[src/verilog/afcs_pkg.sv]
package afcs_pkg;
  localparam int SAMPLE_W = 12;
  localparam int HIST_W = SAMPLE_W + 1;
  localparam int SUM_W = SAMPLE_W + 6;
  localparam int CMD_W = SAMPLE_W + 3;
  localparam int ADDR_W = 8;
  localparam logic [ADDR_W-1:0] ADDR_CTRL = 8'h00;
  localparam logic [ADDR_W-1:0] ADDR_STATUS = 8'h04;
  localparam logic [ADDR_W-1:0] ADDR_COMMAND = 8'h08;
  localparam int CTRL_FS_LSB = 0;
  localparam int CTRL_ALT_LSB = 8;
  localparam int CTRL_MODE_LSB = 12;
  localparam int CTRL_ASSIGN_BIT = 16;
  localparam int CTRL_DEPTH_LSB = 24;
  localparam logic [31:0] CTRL_RESET = 32'h0101_0001;
  localparam logic [31:0] CTRL_MASK = 32'h1F01_33FF;
  localparam logic [7:0] FS_ANALOG = 8'h01;
  localparam logic [1:0] ALT_BIPOLAR = 2'h1;
  localparam logic [1:0] MODE_NONE = 2'h0;
  localparam logic [1:0] MODE_UNI = 2'h1;
  localparam logic [1:0] MODE_BI = 2'h2;
  localparam logic [4:0] FILTER_MIN = 5'h01;
  localparam int FILTER_MAX = 30;
  localparam logic [1:0] RESP_OKAY = 2'h0;
  localparam logic [1:0] RESP_SLVERR = 2'h2;

  typedef enum logic [1:0] {
    SRC_VOLT = 2'b00,
    SRC_CURR = 2'b01,
    SRC_BIP = 2'b11,
    SRC_SUM = 2'b10
  } src_t;

  typedef struct packed {
    logic [SAMPLE_W-1:0] volt;
    logic [SAMPLE_W-1:0] curr;
    logic signed [SAMPLE_W-1:0] bip;
  } samples_t;

  typedef struct packed {
    logic [7:0] fs;
    logic [1:0] alt;
    logic [1:0] mode;
    logic assigned;
    logic [4:0] depth;
  } cfg_t;

  typedef struct packed {
    cfg_t cfg;
    logic [2:0] sync;
    logic choice;
    logic [4:0] eff_prev;
    logic [FILTER_MAX-1:0][2:0][HIST_W-1:0] hist;
    logic [2:0][SUM_W-1:0] sum;
    src_t sel;
    logic trim;
    logic rev;
    logic analog;
    logic [CMD_W-1:0] cmd;
    logic aw_held;
    logic [ADDR_W-1:0] awaddr;
    logic w_held;
    logic [31:0] wdata;
    logic [3:0] wstrb;
    logic awready;
    logic wready;
    logic bvalid;
    logic [1:0] bresp;
    logic arready;
    logic rvalid;
    logic [31:0] rdata;
    logic [1:0] rresp;
  } state_t;
endpackage

[src/verilog/analog_freq_command_select.sv]
`timescale 1ns/1ps
`default_nettype none
module analog_freq_command_select #(
  parameter int FILTER_DEPTH_MAX = 30
) (
  input wire logic aclk,
  input wire logic aresetn,
  input wire logic [afcs_pkg::ADDR_W-1:0] awaddr,
  input wire logic [2:0] awprot,
  input wire logic awvalid,
  output logic awready,
  input wire logic [31:0] wdata,
  input wire logic [3:0] wstrb,
  input wire logic wvalid,
  output logic wready,
  output logic [1:0] bresp,
  output logic bvalid,
  input wire logic bready,
  input wire logic [afcs_pkg::ADDR_W-1:0] araddr,
  input wire logic [2:0] arprot,
  input wire logic arvalid,
  output logic arready,
  output logic [31:0] rdata,
  output logic [1:0] rresp,
  output logic rvalid,
  input wire logic rready,
  input wire logic current_voltage_choice,
  input wire afcs_pkg::samples_t analog_samples,
  input wire logic sample_valid,
  output logic [afcs_pkg::CMD_W-1:0] freq_command,
  output logic reverse_cmd,
  output logic trim_active,
  output logic analog_selected
);
  import afcs_pkg::*;

  if (FILTER_DEPTH_MAX < 1 || FILTER_DEPTH_MAX > FILTER_MAX) begin : g_chk
    $error("FILTER_DEPTH_MAX must lie between 1 and 30");
  end

  state_t st;
  state_t nx;
  logic [4:0] eff;
  logic signed [CMD_W-1:0] fv;
  logic signed [CMD_W-1:0] fc;
  logic signed [CMD_W-1:0] fb;
  logic signed [CMD_W-1:0] main_val;
  logic signed [CMD_W-1:0] total;
  logic rev_ok;
  logic [31:0] ctrl_word;
  logic [31:0] wmask;

  always_comb begin
    eff = st.cfg.depth;
    if (eff < FILTER_MIN) begin
      eff = FILTER_MIN;
    end
    if (eff > 5'(FILTER_DEPTH_MAX)) begin
      eff = 5'(FILTER_DEPTH_MAX);
    end
    // Shared divisor keeps all three channels on the same time constant
    fv = CMD_W'($signed(st.sum[0]) / $signed({1'b0, eff}));
    fc = CMD_W'($signed(st.sum[1]) / $signed({1'b0, eff}));
    fb = CMD_W'($signed(st.sum[2]) / $signed({1'b0, eff}));
    ctrl_word = 32'h0;
    ctrl_word[CTRL_FS_LSB +: 8] = st.cfg.fs;
    ctrl_word[CTRL_ALT_LSB +: 2] = st.cfg.alt;
    ctrl_word[CTRL_MODE_LSB +: 2] = st.cfg.mode;
    ctrl_word[CTRL_ASSIGN_BIT] = st.cfg.assigned;
    ctrl_word[CTRL_DEPTH_LSB +: 5] = st.cfg.depth;
    wmask = {{8{st.wstrb[3]}}, {8{st.wstrb[2]}}, {8{st.wstrb[1]}}, {8{st.wstrb[0]}}};
    nx = st;

    // Three-stage synchroniser; a change counts once stages two and three agree
    nx.sync = {st.sync[1:0], current_voltage_choice};
    if (st.sync[1] == st.sync[2]) begin
      nx.choice = st.sync[2];
    end

    // Moving average: a depth change restarts the window from zero
    nx.eff_prev = eff;
    if (eff != st.eff_prev) begin
      nx.hist = '0;
      nx.sum = '0;
    end else if (sample_valid) begin
      for (int c = 0; c < 3; c++) begin
        nx.sum[c] = st.sum[c] - SUM_W'($signed(st.hist[eff-5'h01][c]));
      end
      nx.sum[0] = nx.sum[0] + SUM_W'({1'b0, analog_samples.volt});
      nx.sum[1] = nx.sum[1] + SUM_W'({1'b0, analog_samples.curr});
      nx.sum[2] = nx.sum[2] + SUM_W'(analog_samples.bip);
      for (int k = FILTER_MAX - 1; k > 0; k--) begin
        nx.hist[k] = st.hist[k-1];
      end
      // Element c of a history slot must hold the same channel as sum[c]
      nx.hist[0] = {{analog_samples.bip[SAMPLE_W-1], analog_samples.bip},
                    {1'b0, analog_samples.curr}, {1'b0, analog_samples.volt}};
    end

    // Selection is recomputed every cycle from the synchronised terminal
    nx.sel = SRC_VOLT;
    nx.trim = 1'b0;
    rev_ok = 1'b0;
    main_val = fv;
    if (!st.cfg.assigned) begin
      if (st.cfg.mode == MODE_UNI || st.cfg.mode == MODE_BI) begin
        nx.sel = SRC_SUM;
        main_val = fv + fc;
        nx.trim = 1'b1;
        rev_ok = st.cfg.mode == MODE_BI;
      end else begin
        nx.sel = SRC_BIP;
        main_val = fb;
        rev_ok = 1'b1;
      end
    end else if (!st.choice) begin
      nx.sel = SRC_VOLT;
      nx.trim = st.cfg.mode == MODE_UNI || st.cfg.mode == MODE_BI;
      rev_ok = st.cfg.mode == MODE_BI;
    end else if (st.cfg.alt == ALT_BIPOLAR) begin
      nx.sel = SRC_BIP;
      main_val = fb;
      rev_ok = 1'b1;
    end else begin
      nx.sel = SRC_CURR;
      main_val = fc;
      nx.trim = st.cfg.mode == MODE_UNI || st.cfg.mode == MODE_BI;
      rev_ok = st.cfg.mode == MODE_BI;
    end
    total = main_val + (nx.trim ? fb : CMD_W'(0));
    nx.rev = 1'b0;
    nx.cmd = CMD_W'(total);
    if (total < 0) begin
      // Without reverse the negative sum is clamped, never turned round
      nx.rev = rev_ok;
      nx.cmd = rev_ok ? CMD_W'(-total) : CMD_W'(0);
    end
    nx.analog = st.cfg.fs == FS_ANALOG;
    if (!nx.analog) begin
      nx.cmd = '0;
      nx.rev = 1'b0;
      nx.trim = 1'b0;
    end

    // AXI4-Lite write: address and data taken in either order
    if (awvalid && st.awready) begin
      nx.aw_held = 1'b1;
      nx.awaddr = awaddr;
    end
    if (wvalid && st.wready) begin
      nx.w_held = 1'b1;
      nx.wdata = wdata;
      nx.wstrb = wstrb;
    end
    if (st.bvalid && bready) begin
      nx.bvalid = 1'b0;
    end
    if (st.aw_held && st.w_held && !st.bvalid) begin
      nx.aw_held = 1'b0;
      nx.w_held = 1'b0;
      nx.bvalid = 1'b1;
      nx.bresp = RESP_OKAY;
      if (st.awaddr == ADDR_CTRL) begin
        ctrl_word = ((ctrl_word & ~wmask) | (st.wdata & wmask)) & CTRL_MASK;
        nx.cfg.fs = ctrl_word[CTRL_FS_LSB +: 8];
        nx.cfg.alt = ctrl_word[CTRL_ALT_LSB +: 2];
        nx.cfg.mode = ctrl_word[CTRL_MODE_LSB +: 2];
        nx.cfg.assigned = ctrl_word[CTRL_ASSIGN_BIT];
        nx.cfg.depth = ctrl_word[CTRL_DEPTH_LSB +: 5];
      end else if (st.awaddr != ADDR_STATUS && st.awaddr != ADDR_COMMAND) begin
        nx.bresp = RESP_SLVERR;
      end
    end
    nx.awready = !nx.aw_held && !nx.bvalid;
    nx.wready = !nx.w_held && !nx.bvalid;

    // AXI4-Lite read
    if (st.rvalid && rready) begin
      nx.rvalid = 1'b0;
    end
    if (arvalid && st.arready) begin
      nx.rvalid = 1'b1;
      nx.rresp = RESP_OKAY;
      case (araddr)
        ADDR_CTRL: begin
          nx.rdata = ctrl_word;
        end
        ADDR_STATUS: begin
          nx.rdata = {21'h0, eff, st.sel, st.choice, st.analog, st.rev, st.trim};
        end
        ADDR_COMMAND: begin
          nx.rdata = 32'(st.cmd);
        end
        default: begin
          nx.rdata = 32'h0;
          nx.rresp = RESP_SLVERR;
        end
      endcase
    end
    nx.arready = !nx.rvalid;
  end

  always_ff @(posedge aclk) begin
    if (!aresetn) begin
      st <= '0;
      st.cfg.fs <= CTRL_RESET[CTRL_FS_LSB +: 8];
      st.cfg.assigned <= CTRL_RESET[CTRL_ASSIGN_BIT];
      st.cfg.depth <= CTRL_RESET[CTRL_DEPTH_LSB +: 5];
      st.eff_prev <= FILTER_MIN;
    end else begin
      st <= nx;
    end
  end

  assign awready = st.awready;
  assign wready = st.wready;
  assign bvalid = st.bvalid;
  assign bresp = st.bresp;
  assign arready = st.arready;
  assign rvalid = st.rvalid;
  assign rdata = st.rdata;
  assign rresp = st.rresp;
  assign freq_command = st.cmd;
  assign reverse_cmd = st.rev;
  assign trim_active = st.trim;
  assign analog_selected = st.analog;
endmodule
`default_nettype wire

[config.mk]
export PLATFORM = sky130hd
export DESIGN_NAME = analog_freq_command_select
export DESIGN_NICKNAME = d
export VERILOG_FILES = /design/src/verilog/afcs_pkg.sv /design/src/verilog/analog_freq_command_select.sv
export SDC_FILE = /design/constraint.sdc
export NUM_CORES = 2
export LEC_CHECK = 0
export ABC_AREA = 1
export BUFFER_PORTS_ARGS = -buffer_cell sky130_fd_sc_hd__buf_2
export CAP_MARGIN = 20
export CORE_MARGIN = 2
export CORE_UTILIZATION = 45
export DETAILED_ROUTE_END_ITERATION = 10
export REMOVE_ABC_BUFFERS = 1
export SYNTH_ARGS = -nofsm -noshare
export SYNTH_HDL_FRONTEND = slang
export SYNTH_SLANG_ARGS = --single-unit
[constraint.sdc]
create_clock -name aclk -period 78.6 [get_ports aclk]
set_input_delay 15.72 -clock aclk [delete_from_list [all_inputs] [get_ports aclk]]
set_output_delay 15.72 -clock aclk [all_outputs]
set_load 0.005 [all_outputs]
# Word-level counts from Yosys, hierarchy flattened
# Index checks and enable logic that the tools add are counted.
# word_totals
register_bits,1268
latch_bits,0
mem_bits_rw,0
mem_bits_ro,0
output_inout_bits,59
mem_count,0
# classes
add_sub_neg,10
n_mul,0
div_mod_pow,3
order_cmp,4
n_eq_ne,10
n_shift,0
mux,35
n_bitwise,5
n_reduce_logical,23
# ops
operator,count
39-bit binary-select mux with 5-bit select,1
15-bit two-way mux,7
32-bit case mux with 3 select lines,1
29-bit bitwise AND,2
29-bit two-way mux,2
18-bit by 6-bit divider with 18-bit output,3
18-bit subtractor,3
39-bit two-way mux,1
37-bit two-way mux,1
18-bit by 12-bit adder with 18-bit output,2
35-bit two-way mux,1
15-bit adder,2
29-bit NOT,1
29-bit OR,1
18-bit adder,1
8-bit zero test,2
"15-bit by 1-bit < comparator with 1-bit output, second input constant",1
15-bit negator,1
1-bit two-way mux,11
1-bit logical AND,10
5-bit two-way mux,2
3-bit two-way mux,3
9-bit two-way mux,1
"8-bit by 1-bit == test with 1-bit output, second input constant",1
other kinds (20),29

# Logic depth before layout (Yosys ltp)
# depth
word_depth,12
ltp_mapped,269
ltp_nobuf,257

# Worst setup path after synthesis
# No wires, ideal clock.
# synth_path
path_kind,reg2reg
startpoint,reg st[1341] (netlist name)
endpoint,reg st (netlist bit freq_command[3])
setup_time_ps,123
t_arrival_ps,34647
slack_ps,43829
stages_incl_launch_ff,259
path_buffers,15
synth_period_minus_slack_ps,34771
cell_sequence,dfxtp_1 inv_1 o41ai_1 nand2_1 inv_2 clkbuf_1 clkbuf_1 buf_1 ha_1 nand2_2 a21boi_0 ha_1 inv_1 o21bai_1 nand2_1 or2_1 nand2_1 ha_1 [... 223 more ...] nand2_1 nand2_1 o21ai_0 xor2_1 o21ai_0 a2bb2oi_1 ha_1 nand2_1 inv_1 nor2_1 nor2_1 nor2_1 xor2_1 nand3b_1 nand2_2 buf_4 a21oi_1 nor3_1
# synth_via
elab_chain_len,12
word_cells_on_any_way,18
classes_between,add/sub: 3; div: 3; order compare: 3; mux: 9
# synth_rtl
element,line_no,rtl
"start, declared",analog_freq_command_select.sv:41,state_t st;
"start signal, assigned",analog_freq_command_select.sv:211,st <= nx;
5-bit by 1-bit < comparator with 1-bit output,analog_freq_command_select.sv:55,if (eff < FILTER_MIN) begin
5-bit two-way mux *,analog_freq_command_select.sv:55,
5-bit greater-than comparator,analog_freq_command_select.sv:58,if (eff > 5'(FILTER_DEPTH_MAX)) begin
5-bit two-way mux *,analog_freq_command_select.sv:58,
18-bit by 6-bit divider with 18-bit output (on tied branches),"analog_freq_command_select.sv:62, analog_freq_command_select.sv:63, analog_freq_command_select.sv:64",
15-bit adder or 15-bit two-way mux (tied branches),"analog_freq_command_select.sv:108, analog_freq_command_select.sv:120",
15-bit two-way mux (on tied branches),"analog_freq_command_select.sv:106, analog_freq_command_select.sv:116",
15-bit two-way mux,analog_freq_command_select.sv:105,if (!st.cfg.assigned) begin
15-bit adder *,analog_freq_command_select.sv:130,total = main_val + (nx.trim ? fb : CMD_W'(0));
15-bit negator,analog_freq_command_select.sv:136,nx.cmd = rev_ok ? CMD_W'(-total) : CMD_W'(0);
15-bit two-way mux,analog_freq_command_select.sv:136,
15-bit two-way mux *,analog_freq_command_select.sv:133,if (total < 0) begin
# Mark *: on every way between the ends. The rest lies on a longest branch, timed or not.
# A chain may end at the register's enable or synchronous reset.

# Final worst setup path
# layout_path
startpoint,reg st[1343] (netlist name)
endpoint,reg st (netlist bit freq_command[3])
# Same word-level chain as after synthesis.

==> results.ini <==
[finish]
areaGrowthSynthToFinish_pct=7.62
num-nets-final=12300
finalNonFillerCells=14200
final_layout_size_suffix_gt1_frac=0.0663
fin_util=0.488
multiInputGateArea_um2=47500
num_antenna_cells=0
fillCellCount=17600
register_area_um2=24800

[route]
vias=76300
via_per_inst=5.35
routed_wl_um=220000
drc_errors=0
drt_iter0_markers=6443
drt_first_pass_iters=8
detail-route-antenna-nets=0
wire_per_inst_um=15.4

[worst_hold_path]
worstHoldEndpoint=nx[1339]$_SDFF_PN0_
hold_path_class=reg -> reg
min_path_cells=2
hold_start=nx[1338]$_SDFF_PN0_

[die]
die_area_um2=179000
ios=162
initial_core_util=0.454
die_w_um=423
core_area_um2=174000
rows=153
die_h_um=423

[grt]
grt_pass1_vias=69800
grt_pass1_wl_um=360000
grt.total_usage=0.238
grt_max_degree=237
antenna_found_initial=1
gr-total-overflow=0

[timing]
slew_violations=0
setup_tns_ps=0
slew_headroom=0.258
hold_viol=0
fmax_ghz=0.0248
layout_min_cycle_time_ps=40240
rsz0062_at_grt=false
skew_ps=43.1
timing.final.crit_share=0.512
setup-violations-final=0
tightest_slew_ps=1110

[setup_path]
crit_required_ps=79270
crit_arrival_ps=40920
end_kind=flip-flop
crit_type=reg -> reg
cp_max_fo=119
start_kind=flip-flop
ff2ff_path_depth=244
slowest_stage=dfxtp_1
rr_startpoint=st[1343]$_SDFFE_PN0P_
regToRegSetupSlack_ps=38360
startpoint=st[1343]$_SDFFE_PN0P_
crit_path_frequent_cell=nand2_1
max_stage_delay_ps=730
rr_endpoint=freq_command[3]$_SDFF_PN0_

[synth]
ys_seq_elements=1241
seq_area_frac_synth=0.315
syn_inst=12200
ys_warn_count=0
ys_types=75
avgSynthCellArea_um2=6.48
synth_ff_type=dfxtp_1
netlist_area_um2=78900
synth_edf_count=0
ys_async_sr_fraction=0

[clock_tree]
ctsResizeCount=0
numCtsBuffers=139
cts_hold_buf=0
cts_setup_buffers=0
cts.sinks=1241
h-tree-depth=4
clock_latency_ps=810
cts_root_buffer=clkbuf_16
cts_tree=yes
cts_buffer_depth=3
clk_pin_slew_ps=60

[place]
dp_hpwl_um=140000
io_buffers=128
gp_congestion=0.873
dp_cells=14000

[job]
max-cap-violations=0

[run_status]
outcome=finished, final reports clean

-- worst max-delay path, delay by kind of cell (launching register included) --
kind | cells | cell delay [ps]
buf+inv | 47 | 6380
simple gates | 115 | 15120
compound gates | 58 | 10710
fa+ha+maj | 21 | 6450
flops | 1 | 730
xor+xnor | 3 | 530
-- through the flow --
step                hold WS [ps]  cell area, um2  setup WS, ps
floorplan                    390           75900         26210
global placement             406           80200         39220
detailed placement           414           80200         38610
CTS                          431           84900         38430
global route                 444           85000         34080
finish                       428           85000         38360
-- layout by cell type (no fill, tap or decap), types with 27 or more instances in the layout --
cell       Yosys  routed
nand2_1     3588    3587
a21oi_1     1377    1377
dfxtp_1     1241    1241
nor2_1      1157    1156
o21ai_0      924     924
inv_1        903     899
nand3_1      429     428
ha_1         344     343
o22ai_1      246     246
xor2_1       221     219
clkbuf_16      0     140
buf_2         12     127
nand4_1      112     112
nand2_2       76      76
buf_4         71      68
nor3_1        60      60
o21bai_1      56      56
inv_2         48      49
nand3_2       49      49
xnor2_1       50      49
o211ai_1      43      43
fa_1          43      43
o21ai_1       39      39
nor2_2        33      33
nor2_4        32      33
o221ai_1      33      33
nand3b_1      32      32
or2_2         31      31
clkbuf_8       0      28
clkinv_2       1      27
-- synthesized netlist by cell type, types with 26 or more instances --
master       n  share of area
nand4_1    112         0.0089
ha_1       344          0.055
o21ai_1     39         0.0025
or2_2       31         0.0025
nand2_2     76         0.0060
clkbuf_1   616          0.029
o211ai_1    43         0.0041
o31ai_1     26         0.0025
dfxtp_1   1241           0.31
nand3_2     49         0.0062
nor2_2      33         0.0026
xor2_1     221          0.025
nand2_1   3588           0.17
nor3_1      60         0.0038
o221ai_1    33         0.0037
a21oi_1   1377          0.087
buf_4       71         0.0068
o22ai_1    246          0.019
o21bai_1    56         0.0053
a21o_1      26         0.0025
nand3_1    429          0.027
nand3b_1    32         0.0030
nor2_4      32         0.0046
xnor2_1     50         0.0055
inv_1      903          0.043
inv_2       48         0.0023
nor2_1    1157          0.055
o21ai_0    924          0.059
fa_1        43          0.011
-- logic make-up (layout without fill, tap and decap cells) --
group	after synthesis	count (layout)	share of synthesized area
AO/OA/AOI/OAI	2876	2876	0.197
XOR/XNOR	271	271	0.0301
adder cells (fa/ha/maj)	387	387	0.0654
buffers and inverters	1693	1414	0.0857
flip-flops	1241	1241	0.315
multiplexers	24	24	0.00304
other	1	13	0.0000475
AND/OR/NAND/NOR	5695	5695	0.304
-- state kept, by name (all words and copies together) (netlist names) --
signal,count
arready,1
bresp,1
awready,1
freq_command,15
nx,2
rvalid,1
wready,1
rresp,1
reverse_cmd,1
bvalid,1
rdata,21
st,1193
trim_active,1
analog_selected,1
-- final cells by class --
cell class / count / area share
repair buffers: 207 / 0.0164
clock buffers: 188 / 0.0467
flip-flops and latches: 1241 / 0.292
inverters: 967 / 0.0431
clock inverters: 52 / 0.00837
well taps: 2325 / 0.0342
multi-input cells: 9266 / 0.559
-- worst max path at each step --
stage	end	cells past startpoint	slack, ps
floorplan	freq_command[3]$_SDFF_PN0_	245	26210
global placement	freq_command[6]$_SDFF_PN0_	229	39220
detailed placement	freq_command[7]$_SDFF_PN0_	244	38610
CTS	freq_command[4]$_SDFF_PN0_	244	38430
global route	freq_command[4]$_SDFF_PN0_	247	34080
finish	freq_command[3]$_SDFF_PN0_	244	38360
-- per-layer routing --
layer | global-route usage | wire length [um] | vias to the layer above
li1 | - | - | 39000
met5 | 0 | 0 | -
met4 | 0.0739 | 5710 | 0
met1 | 0.325 | 104000 | 35300
met3 | 0.0260 | 9250 | 290
met2 | 0.391 | 100000 | 1619
Power is left out: the tool's default activity adds up to more than one toggle a clock period on the data nets, which glitch-free logic cannot reach.
